[config.mk]
export PLATFORM = sky130hd
export DESIGN_NAME = hoc_shutoff
export DESIGN_NICKNAME = d
export VERILOG_FILES = /design/src/logic/hoc_pkg.sv /design/src/logic/hoc_shutoff.sv
export SDC_FILE = /design/constraint.sdc
export NUM_CORES = 1
export LEC_CHECK = 0
export BUFFER_PORTS_ARGS = -buffer_cell sky130_fd_sc_hd__buf_4
export CORE_UTILIZATION = 48
export CTS_CLUSTER_DIAMETER = 40
export DETAILED_ROUTE_END_ITERATION = 12
export GPL_ROUTABILITY_DRIVEN = 0
export MAX_ROUTING_LAYER = met4
export PLACE_DENSITY = 0.78
export SLEW_MARGIN = 20
export SYNTH_ARGS = -nofsm -noshare
export SYNTH_HDL_FRONTEND = slang
export SYNTH_SLANG_ARGS = --single-unit
[constraint.sdc]
create_clock -name clk -period 1.7 [get_ports clk]
set_input_delay 0.17 -clock clk [delete_from_list [all_inputs] [get_ports clk]]
set_output_delay 0.17 -clock clk [all_outputs]
set_load 0.03 [all_outputs]
[src/logic/hoc_pkg.sv]
// Constants for the high-impedance output shutoff controller.
// Assumes a plain register port with one-cycle read latency.
package hoc_pkg;
    // ----------------------------------------
    // Register offsets
    // ----------------------------------------
    localparam logic [1:0] CTRL_OFFSET = 2'h0;
    localparam logic [1:0] IRQ_STAT_OFFSET = 2'h1;
    localparam logic [1:0] IRQ_MASK_OFFSET = 2'h2;
    // ----------------------------------------
    // Control register fields
    // ----------------------------------------
    localparam int CTRL_ENABLE_BIT = 7;
    localparam int CTRL_GATING_BIT = 6;
    localparam int CTRL_FALLING_BIT = 5;
    localparam int CTRL_RISING_BIT = 4;
    localparam int CTRL_TRIGGER_BIT = 3;
    localparam int CTRL_CLEAR_BIT = 2;
    localparam int CTRL_STATUS_BIT = 0;
    localparam logic [7:0] CTRL_RESET = 8'h00;
    // ----------------------------------------
    // Interrupt status fields
    // ----------------------------------------
    localparam int IRQ_SHUTOFF_BIT = 0;
    localparam int IRQ_RELEASE_BIT = 1;
    localparam logic [1:0] IRQ_RESET = 2'h0;
    // ----------------------------------------
    // Widths
    // ----------------------------------------
    localparam int PIN_COUNT = 8;
endpackage

[src/logic/hoc_shutoff.sv]
// High-impedance output shutoff controller with register port and interrupt.
// Assumes fault input is asynchronous; target pin signals come from peripherals on clk.
// How it works
// - Status flag reads 1 while pins are forced off, else 0.
// - Enable at 0 holds the status flag cleared.
// - Accepted clear write clears the flag and releases pins.
// - Accepted trigger write sets the flag and forces pins off.
// - Fault input at its abnormal level sets the flag.
// - Gating mode 1 ignores clear while fault input active.
// - Trigger acts only while fault input is inactive.
// - Both edge bits 0 ignore fault input; trigger always acts.
// - Edge pair 00 off, rising high abnormal, falling low abnormal.
// - Gating mode 0 does not block clear, but an active fault input sets the flag again in the same cycle.
// - Trigger and clear read as 0; ignored while disabled.
//
// The register addresses and the plain strobed port were decided locally.
`timescale 1ns/100ps
`default_nettype none
module hoc_shutoff (
    input wire logic clk,
    input wire logic arst_n,
    input wire logic clk_en,
    input wire logic [1:0] reg_addr,
    input wire logic [7:0] reg_wdata,
    input wire logic reg_wr,
    input wire logic reg_rd,
    output logic [7:0] reg_rdata,
    input wire logic fault_shutoff_input,
    input wire logic [hoc_pkg::PIN_COUNT-1:0] pin_out_in,
    input wire logic [hoc_pkg::PIN_COUNT-1:0] pin_oe_in,
    output logic [hoc_pkg::PIN_COUNT-1:0] pin_out,
    output logic [hoc_pkg::PIN_COUNT-1:0] pin_oe,
    output logic hiz_active,
    output logic irq
);
    // ----------------------------------------
    // Fault input synchroniser
    // ----------------------------------------
    logic fault_meta_ff, fault_sync_ff;
    logic nxt_fault_meta, nxt_fault_sync;

    always_comb begin
        nxt_fault_meta = fault_shutoff_input;
        nxt_fault_sync = fault_meta_ff;
    end

    always_ff @(posedge clk or negedge arst_n) begin
        if (!arst_n) begin
            fault_meta_ff <= 1'b0;
            fault_sync_ff <= 1'b0;
        end else if (clk_en) begin
            fault_meta_ff <= nxt_fault_meta;
            fault_sync_ff <= nxt_fault_sync;
        end
    end

    // ----------------------------------------
    // Control state
    // ----------------------------------------
    logic hiz_control_enable_ff, clear_gating_mode_ff;
    logic falling_edge_select_ff, rising_edge_select_ff;
    logic hiz_status_flag_ff;
    logic nxt_hiz_control_enable, nxt_clear_gating_mode;
    logic nxt_falling_edge_select, nxt_rising_edge_select;
    logic nxt_hiz_status_flag;
    logic ctrl_wr, fault_active, trig_req, clr_req;

    always_comb begin
        ctrl_wr = reg_wr && (reg_addr == hoc_pkg::CTRL_OFFSET);
        // edge pair decode
        // Prohibited 11 is treated as no valid edge, so it can never latch the pins off.
        case ({falling_edge_select_ff, rising_edge_select_ff})
            2'b01: fault_active = fault_sync_ff;
            2'b10: fault_active = !fault_sync_ff;
            default: fault_active = 1'b0;
        endcase
        trig_req = ctrl_wr && reg_wdata[hoc_pkg::CTRL_TRIGGER_BIT] && hiz_control_enable_ff;
        clr_req = ctrl_wr && reg_wdata[hoc_pkg::CTRL_CLEAR_BIT] && hiz_control_enable_ff;
        nxt_hiz_control_enable = hiz_control_enable_ff;
        nxt_clear_gating_mode = clear_gating_mode_ff;
        nxt_falling_edge_select = falling_edge_select_ff;
        nxt_rising_edge_select = rising_edge_select_ff;
        if (ctrl_wr) begin
            nxt_hiz_control_enable = reg_wdata[hoc_pkg::CTRL_ENABLE_BIT];
            nxt_clear_gating_mode = reg_wdata[hoc_pkg::CTRL_GATING_BIT];
            nxt_falling_edge_select = reg_wdata[hoc_pkg::CTRL_FALLING_BIT];
            nxt_rising_edge_select = reg_wdata[hoc_pkg::CTRL_RISING_BIT];
        end
        nxt_hiz_status_flag = hiz_status_flag_ff;
        if (clr_req && !(clear_gating_mode_ff && fault_active)) begin
            nxt_hiz_status_flag = 1'b0;
        end
        // no edge means trigger always acts
        if (trig_req && !fault_active) begin
            nxt_hiz_status_flag = 1'b1;
        end
        // abnormal level sets flag; wins over a clear
        if (hiz_control_enable_ff && fault_active) begin
            nxt_hiz_status_flag = 1'b1;
        end
        if (!nxt_hiz_control_enable || !hiz_control_enable_ff) begin
            nxt_hiz_status_flag = 1'b0;
        end
    end

    always_ff @(posedge clk or negedge arst_n) begin
        if (!arst_n) begin
            hiz_control_enable_ff <= 1'b0;
            clear_gating_mode_ff <= 1'b0;
            falling_edge_select_ff <= 1'b0;
            rising_edge_select_ff <= 1'b0;
            hiz_status_flag_ff <= 1'b0;
        end else if (clk_en) begin
            hiz_control_enable_ff <= nxt_hiz_control_enable;
            clear_gating_mode_ff <= nxt_clear_gating_mode;
            falling_edge_select_ff <= nxt_falling_edge_select;
            rising_edge_select_ff <= nxt_rising_edge_select;
            hiz_status_flag_ff <= nxt_hiz_status_flag;
        end
    end

    // ----------------------------------------
    // Interrupt status and mask
    // ----------------------------------------
    logic [1:0] irq_stat_ff, irq_mask_ff;
    logic [1:0] nxt_irq_stat, nxt_irq_mask;
    logic irq_ff, nxt_irq;
    logic stat_rd;

    always_comb begin
        stat_rd = reg_rd && (reg_addr == hoc_pkg::IRQ_STAT_OFFSET);
        nxt_irq_stat = stat_rd ? 2'h0 : irq_stat_ff;
        // Set wins over a read-clear in the same cycle
        if (nxt_hiz_status_flag && !hiz_status_flag_ff) begin
            nxt_irq_stat[hoc_pkg::IRQ_SHUTOFF_BIT] = 1'b1;
        end
        if (!nxt_hiz_status_flag && hiz_status_flag_ff) begin
            nxt_irq_stat[hoc_pkg::IRQ_RELEASE_BIT] = 1'b1;
        end
        nxt_irq_mask = irq_mask_ff;
        if (reg_wr && (reg_addr == hoc_pkg::IRQ_MASK_OFFSET)) begin
            nxt_irq_mask = reg_wdata[1:0];
        end
        nxt_irq = |(nxt_irq_stat & nxt_irq_mask);
    end

    always_ff @(posedge clk or negedge arst_n) begin
        if (!arst_n) begin
            irq_stat_ff <= hoc_pkg::IRQ_RESET;
            irq_mask_ff <= hoc_pkg::IRQ_RESET;
            irq_ff <= 1'b0;
        end else if (clk_en) begin
            irq_stat_ff <= nxt_irq_stat;
            irq_mask_ff <= nxt_irq_mask;
            irq_ff <= nxt_irq;
        end
    end

    // ----------------------------------------
    // Read data and pin gating
    // ----------------------------------------
    logic [7:0] rdata_ff, nxt_rdata;
    logic [hoc_pkg::PIN_COUNT-1:0] pin_out_ff, pin_oe_ff, nxt_pin_out, nxt_pin_oe;
    logic hiz_active_ff;

    always_comb begin
        nxt_rdata = 8'h00;
        if (reg_rd) begin
            case (reg_addr)
                hoc_pkg::CTRL_OFFSET: begin
                    nxt_rdata[hoc_pkg::CTRL_ENABLE_BIT] = hiz_control_enable_ff;
                    nxt_rdata[hoc_pkg::CTRL_GATING_BIT] = clear_gating_mode_ff;
                    nxt_rdata[hoc_pkg::CTRL_FALLING_BIT] = falling_edge_select_ff;
                    nxt_rdata[hoc_pkg::CTRL_RISING_BIT] = rising_edge_select_ff;
                    nxt_rdata[hoc_pkg::CTRL_STATUS_BIT] = hiz_status_flag_ff;
                end
                hoc_pkg::IRQ_STAT_OFFSET: nxt_rdata = {6'h00, irq_stat_ff};
                hoc_pkg::IRQ_MASK_OFFSET: nxt_rdata = {6'h00, irq_mask_ff};
                default: nxt_rdata = 8'h00;
            endcase
        end
        // force enables off
        // Uses next flag so pins go quiet on the same edge the flag sets.
        nxt_pin_out = pin_out_in;
        nxt_pin_oe = nxt_hiz_status_flag ? '0 : pin_oe_in;
    end

    always_ff @(posedge clk or negedge arst_n) begin
        if (!arst_n) begin
            rdata_ff <= 8'h00;
            pin_out_ff <= '0;
            pin_oe_ff <= '0;
            hiz_active_ff <= 1'b0;
        end else if (clk_en) begin
            rdata_ff <= nxt_rdata;
            pin_out_ff <= nxt_pin_out;
            pin_oe_ff <= nxt_pin_oe;
            hiz_active_ff <= nxt_hiz_status_flag;
        end
    end

    assign reg_rdata = rdata_ff;
    assign pin_out = pin_out_ff;
    assign pin_oe = pin_oe_ff;
    assign hiz_active = hiz_active_ff;
    assign irq = irq_ff;
endmodule
`default_nettype wire

---- Word level (Yosys, flattened, before mapping) ----
Cells that the tools add are included.
storage, ports and cells
  output and inout port bits .............. 26
  input port bits ......................... 32
  register bits ........................... 36
  word-level logic and storage cells ...... 57
cells by class
  mux-type cells .......................... 15
  equal/unequal tests ..................... 4
  bitwise logic cells ..................... 1
  reductions and logical operators ........ 24
operators with widths
  kind                                            count
  2-to-1 mux 8 bit                                2
  logical AND 1 bit                               13
  zero test 1 bit                                 7
  2-to-1 mux 1 bit                                7
  == test 2 x 1 -> 1 bit (second input constant)  2
  == test 2 bit (second input constant)           2
  2-to-1 mux 2 bit                                2
  2-to-1 mux 4 bit                                1
  one-hot mux 1 bit (2 select lines)              2
  one-hot mux 1 bit (3 select lines)              1
  AND 2 bit                                       1
  zero test 2 bit                                 1
  AND reduction 2 bit                             1
  OR reduction 2 bit                              1
  logical OR 1 bit                                1

---- Longest topological paths before layout ----
Gate-level depths: netlist (run 1).
  word-level depth ........................ 14
  depth in mapped cells ................... 6

---- Worst setup path after synthesis (run 1) ----
No wires, ideal clock.
  path kind ............................... reg2reg
  start ................................... reg fault_sync_ff
  end ..................................... reg irq_ff, in the netlist irq
  setup time .............................. 0.138 ns
  cell stages (with the launch flop) ...... 5
  buffers on the path ..................... 0
  slack ................................... 0.377 ns
  data required time ...................... 1.562 ns
  arrival time ............................ 1.185 ns
  cell sequence ........................... dfrtp_1 and3b_1 a311oi_2 o311a_1 o32ai_2
on the way
  longest elaborated chain between the ends .. 14
ends and longest elaborated chain
  what                                    RTL line            text
  start: declaration                      hoc_shutoff.sv:39   logic fault_meta_ff, fault_sync_ff;
  start signal: assignment                hoc_shutoff.sv:53   fault_sync_ff <= nxt_fault_sync;
  zero test 1 bit                         hoc_shutoff.sv:74   2'b10: fault_active = !fault_sync_ff;
  one-hot mux 1 bit (2 select lines) (*)  hoc_shutoff.sv:72   case ({falling_edge_select_ff, rising_edge_select_ff})
  logical AND 1 bit                       hoc_shutoff.sv:90   if (clr_req && !(clear_gating_mode_ff && fault_active)) begin
  zero test 1 bit                         hoc_shutoff.sv:90
  logical AND 1 bit                       hoc_shutoff.sv:90
  2-to-1 mux 1 bit                        hoc_shutoff.sv:90
  2-to-1 mux 1 bit                        hoc_shutoff.sv:94   if (trig_req && !fault_active) begin
  2-to-1 mux 1 bit (*)                    hoc_shutoff.sv:98   if (hiz_control_enable_ff && fault_active) begin
  2-to-1 mux 1 bit (*)                    hoc_shutoff.sv:101  if (!nxt_hiz_control_enable || !hiz_control_enable_ff) begin
  zero test 1 bit                         hoc_shutoff.sv:137  if (!nxt_hiz_status_flag && hiz_status_flag_ff) begin
  logical AND 1 bit                       hoc_shutoff.sv:137
  2-to-1 mux 1 bit                        hoc_shutoff.sv:137
  AND 2 bit (*)                           hoc_shutoff.sv:144  nxt_irq = |(nxt_irq_stat & nxt_irq_mask);
  OR reduction 2 bit (*)                  hoc_shutoff.sv:144
  end signal: assignment                  hoc_shutoff.sv:155  irq_ff <= nxt_irq;
  end: declaration                        hoc_shutoff.sv:127  logic irq_ff, nxt_irq;
Every way passes the cells marked *; elsewhere a longest branch is shown, timed or not.
A chain may end at the register's enable or synchronous reset.

---- Worst setup path after layout (run 1) ----
Same ends and word-level chain as after synthesis.

==> metrics.md, run 1 <==
| Metric | Value |
|---|---|
| Run status | completed |
| Largest family of logic cells by synthesized area | compound AO/OA/AOI/OAI gates |
| Cell Area, Synth | 1560 um2 |
| Post-CTS Setup Bufs | 0 |
| Setup slack after layout | 0.258 ns |
| Number of remaining DRC errors | 0 |
| Initial DRT Pass Iterations | 4 |
| Crit path kind | flip-flop to flip-flop |
| RSZ-0062 raised after global routing | false |
| Initial antenna violation count | 0 |
| Leak | 1.00 nW |
| Nets | 234 |
| First-pass GRT wire length | 5660 um |
| Worst vdd ir | 0.660 mV |
| Endpoints failing hold | 0 |
| GR Overflow Total | 0 |
| Req. time, crit path | 1.92 ns |
| Number of synthesized flops with an enable pin | 0 |
| Minimum clock period | 1.44 ns |
| Setup Skew | 0.00961 ns |
| WL final | 3310 um |
| CP Launch Type | flip-flop |
| Clock-pin slew on the worst setup and hold paths | 0.10 ns |
| Area Growth Syn to Fin | 32.7% |
| Clock sink count | 34 |
| CTS tree | built |
| Max-Cap Viols | 0 |
| Synth area leader | dfrtp_1 |
| GRT Util Overall | 22.8% |
| Synth Instances | 141 |
| Setup slack at placement | 0.113 ns |
| Crit path max fanout | 3 |
| Util after Layout | 67.3% |
| Width of the chip | 59.0 um |
| WL/cell | 13.6 um |
| Maximum clock insertion buffer count | 2 |
| Hold Crit Class | input port to flip-flop |
| Die H | 59.0 um |
| Post-Synth XOR/XNOR Area | 0% |
| Mux cell area share after synthesis | 10.7% |
| Vias in the first global route | 1300 |
| Simple-gate share of the synthesized area | 10.9% |
| Port Buf Inserts | 55 |
| Initial cell density of the core | 50.7% |
| Synth Warn # | 0 |
| Register area share after synthesis | 54.5% |
| Antenna diode count | 0 |
| First DRT Iteration DRCs | 47 |
| CTS Root Cell | clkbuf_4 |
| Post-synth top flop | dfrtp_1 |
| Later-pin clock latency in the skew report | 0.34 ns |
| Core Region | 3080 um2 |
| Avg Synthesized Cell Area | 11.1 um2 |
| Largest net degree at the start of global routing | 36 |
| Number of synthesized register bits | 34 |
| # fillers | 255 |
| Top cell type's share of synthesized area | 54.5% |
| Synth Area in Compound Gates | 14.0% |
| Fmax | 0.694 GHz |
| Critical Path End Type | flip-flop |
| H-tree depth | 2 |
| Post-synth top cells | 34 x dfrtp_1, 17 x nand2_1, 16 x inv_1, 14 x mux2_2, 14 x o22ai_1 |
| Ranking of synthesized cells by area | dfrtp_1 55%, mux2_2 10%, o22ai_1 5.6%, nand2_1 4.1%, inv_1 3.8% |
| Synth cell types | 32 |
| Vias/cell | 5.10 |
| Vias post-DR | 1239 |
| Arrival time worst endpoint | 1.66 ns |
| Count leader, synth | dfrtp_1 |
| Async SR Flop Fraction | 100% |
| DP HPWL | 2450 um |
| Antenna violation net count after detailed routing | 0 |
| Setup TNS | 0 ns |
| CTS Buf Count | 5 |
| Number of cells on the worst hold path | 2 |
| Count of final setup violators | 0 |
| PostCTS Resize Cnt | 0 |
| Final worst path period share | 84.8% |
| Layout cells sized above 1 | 41.7% |
| Area share of fa/ha/maj cells after synthesis | 3.21% |
| # rows | 20 |
| Power Density | 1020 nW/um2 |
| Num ports | 58 |
| Final slew viol count | 0 |
| CTS Hold Bufs | 1 |
| Die area | 3480 um2 |
| Reg2Reg Depth | 4 |
==> power by group <==
group          switching [mW]  internal [mW]
clock                   0.263          0.200
combinational           0.349          0.273
sequential             0.0910          0.927
==> worst paths after layout <==
path	start	end	slack, ns
worst max-delay path	fault_sync_ff$_DFFE_PN0P_	irq$_DFFE_PN0P_	0.26
max in group asynchronous	arst_n	pin_oe[1]$_DFFE_PN0P_	1.08
worst max register to register	fault_sync_ff$_DFFE_PN0P_	irq$_DFFE_PN0P_	0.26
min in group asynchronous	arst_n	reg_rdata[0]$_DFFE_PN0P_	0.30
worst min register to register	pin_out[1]$_DFFE_PN0P_	pin_out[1]$_DFFE_PN0P_	0.51
worst min-delay path	pin_out_in[2]	pin_out[2]$_DFFE_PN0P_	0.07
==> metrics by stage <==
stage	instance area (um2)	hold WS [ns]	std cells	power [mW]
floorplan	1560	-0.126	142	1.40
global placement	2000	0.132	234	1.63
detailed placement	2000	0.143	234	1.66
CTS	2070	0.0512	243	2.13
global route	2070	0.0544	243	2.22
finish	2070	0.0654	243	2.10
==> area by class of cell <==
class / instances / area, um2 / share of cell area, %
clock buffers: 7 / 55.1 / 2.66
clock inverters: 1 / 5.00 / 0.242
inverters: 16 / 60.1 / 2.90
multi-input cells: 84 / 614 / 29.7
flip-flops and latches: 34 / 851 / 41.1
well taps: 44 / 55.1 / 2.66
repair buffers: 57 / 430 / 20.8
==> cells by family (layout without fill, tap and decap cells) <==
logic type / Yosys count / after routing
fa+ha+maj: 4 / 4
compound gates: 30 / 30
flops: 34 / 34
mux: 15 / 15
simple gates: 33 / 33
buf+inv: 24 / 81
other cells: 1 / 2
==> routing by layer <==
metal | wire, um | global-route usage (%)
met1 | 1430 | 26.8
met5 | 0 | -
met2 | 1670 | 37.0
met3 | 163 | 6.55
met4 | 44 | 8.50
==> sequential cells by signal, summed over array words and instances (netlist names) <==
signal / count
clear_gating_mode_ff: 1
falling_edge_select_ff: 1
fault_meta_ff: 1
fault_sync_ff: 1
hiz_control_enable_ff: 1
hiz_status_flag_ff: 1
irq: 1
irq_mask_ff: 2
irq_stat_ff: 2
pin_oe: 8
pin_out: 8
reg_rdata: 6
rising_edge_select_ff: 1
==> critical path: stages, from the launching register on <==
cell      delay, ns
dfrtp_1        0.42
and3b_1        0.22
a311oi_2       0.36
o311a_1        0.26
o32ai_2        0.08
==> placed cells by master, fill, tap and decap left out, types with 2 or more instances in the layout <==
master and instances:
o21ai_0 3, a21oi_1 3, and3b_1 2, nand2_1 17
dfrtp_1 34, nand3_1 2, clkbuf_4 5, conb_1 2
mux2_2 14, buf_4 56, nor2_1 6, inv_1 16
o22ai_1 14, ha_1 4
Note: power is estimated with default switching activity, not from simulation.
==> run 2, diff against run 1 <==
==> constraint.sdc (replaced) <==
create_clock -name clk -period 1.5 [get_ports clk]
set_input_delay 0.15 -clock clk [delete_from_list [all_inputs] [get_ports clk]]
set_output_delay 0.15 -clock clk [all_outputs]
set_load 0.03 [all_outputs]
==> run 2 against run 1 <==
Compared with the run above: hold slack got worse by 0.023 ns; sequential cell count did not move; sequential share of layout area fell by 0.77 points; non-clock buffer count rose by 2; sequential power rose by 14%; critical path depth did not move; design area rose by 2.1%; routed wire length rose by 2.5%; largest cell class unchanged; via count rose by 1.9%; register-to-register slack got worse by 0.18 ns; utilization rose by 1.4 points; global-route usage fell by 0.13 points.
==> metrics.md, run 2 (synthesis gave the netlist of run 1 again) <==
| Metric | Value |
|---|---|
| Final slew viol count | 0 |
| Later-pin clock latency in the skew report | 0.33 ns |
| Initial DRT Pass Iterations | 4 |
| GR Overflow Total | 0 |
| Die H | 59.0 um |
| Final worst path period share | 95.0% |
| # rows | 20 |
| # fillers | 255 |
| Maximum clock insertion buffer count | 2 |
| Hold_ws | 0.0427 ns |
| Crit path kind | flip-flop to flip-flop |
| Area Growth Syn to Fin | 35.4% |
| Crit path max fanout | 3 |
| Commonest non-fill, non-tap cell in the layout | buf_4 |
| Number of cells on the worst hold path | 2 |
| Pwr Total | 2.42 mW |
| Count of final setup violators | 0 |
| Max-Cap Viols | 0 |
| Arrival time worst endpoint | 1.67 ns |
| Critical Path Max Stage Delay | 0.45 ns |
| Crit path max-delay family | simple AND/OR/NAND/NOR gates |
| Fin cells | 245 |
| Number of remaining DRC errors | 0 |
| Layout cells sized above 1 | 43.3% |
| Worst path bufs/invs | 0 |
| Run status | completed |
| Setup slack at placement | -0.0315 ns |
| Placed Instances | 235 |
| Commonest cells after routing, fill and taps aside | 58 x buf_4, 33 x dfrtp_1, 17 x nand2_1 |
| Vias/cell | 5.16 |
| CP cell instances | and3b_2, nor4b_2, a221oi_1, o32ai_2 |
| Area after DPL | 2010 um2 |
| Die area | 3480 um2 |
| Vias post-DR | 1263 |
| First-pass GRT wire length | 5570 um |
| Num ports | 58 |
| First DRT Iteration DRCs | 83 |
| Antenna violation net count after detailed routing | 0 |
| Worst vdd ir | 0.709 mV |
| GRT Util Overall | 22.6% |
| Largest net degree at the start of global routing | 35 |
| Multi-input gate area | 641 um2 |
| Power Density | 1150 nW/um2 |
| H-tree depth | 2 |
| Clock sink count | 34 |
| Initial antenna violation count | 0 |
| Endpoints failing hold | 0 |
| Core Region | 3080 um2 |
| Setup Skew | 0.00847 ns |
| Width of the chip | 59.0 um |
| WL final | 3390 um |
| DP HPWL | 2440 um |
| Reg2Reg Depth | 4 |
| Leak | 1.01 nW |
| CP max stage cell | dfrtp_2 |
| Vias in the first global route | 1271 |
| Setup slack after layout | 0.0753 ns |
| CTS Buf Count | 5 |
| Critical Path End Type | flip-flop |
| Nets | 236 |
| Initial cell density of the core | 50.7% |
| Port Buf Inserts | 55 |
| CTS tree | built |
| Storage element area | 852 um2 |
| Levels on crit path | 4 |
| CP Launch Type | flip-flop |
| Fmax | 0.702 GHz |
| Clock-pin slew on the worst setup and hold paths | 0.10 ns |
| Design area | 2110 um2 |
| Req. time, crit path | 1.75 ns |
| FF-to-FF setup slack | 0.08 ns |
| Antenna diode count | 0 |
| Hold Crit Class | input port to flip-flop |
| Minimum clock period | 1.42 ns |
| WL/cell | 13.8 um |
| Setup TNS | 0 ns |
| Util after Layout | 68.7% |
| CTS Root Cell | clkbuf_4 |
## run 2: changes by cell type in the layout (fill, tap and decap cells not counted), sizes merged
cell,previous run,this run
buf,56,58
## run 2: routing by layer
layer | up-vias | track usage, % | share of wire (%)
met1 | 600 | 26.2 | 41
met3 | 6 | 4.59 | 6.3
met5 | - | - | 0
li1 | 602 | - | -
met4 | 0 | 10.9 | 1.6
met2 | 55 | 37.7 | 51
## run 2: what timing repair did
action / 4_1_cts / 5_1_grt
gates resized for setup: 0 / 5
endpoints found under the setup margin: 0 / 10
hold buffers: 1 / 0
endpoints found under the hold margin: 34 / 0
setup buffers: 0 / 1
## run 2: path summary, 6_finish.rpt
kind,startpoint,to
setup reg to reg,rising_edge_select_ff$_DFFE_PN0P_,irq$_DFFE_PN0P_
hold / removal,pin_out_in[2],pin_out[2]$_DFFE_PN0P_
max in group asynchronous,arst_n,rising_edge_select_ff$_DFFE_PN0P_
min in group asynchronous,arst_n,reg_rdata[0]$_DFFE_PN0P_
hold reg to reg,pin_out[1]$_DFFE_PN0P_,pin_out[1]$_DFFE_PN0P_
setup / recovery,rising_edge_select_ff$_DFFE_PN0P_,irq$_DFFE_PN0P_
## run 2: cell type report
cell class / instances / share of cell area, %
Sequential cell: 34 / 40.3
Timing Repair Buffer: 59 / 21.1
Multi-Input combinational cell: 84 / 30.3
Clock inverter: 1 / 0.237
Tap cell: 44 / 2.61
Clock buffer: 7 / 2.61
Inverter: 16 / 2.84
## run 2: worst reg2reg max path: stages (launching register included)
cell	delay (ns)
dfrtp_2	0.45
and3b_2	0.25
nor4b_2	0.28
a221oi_1	0.11
o32ai_2	0.27
## run 2: power by group
part,total (mW),switching [mW],internal (mW)
logic,0.745,0.412,0.333
registers,1.16,0.107,1.05
clock network,0.521,0.294,0.227
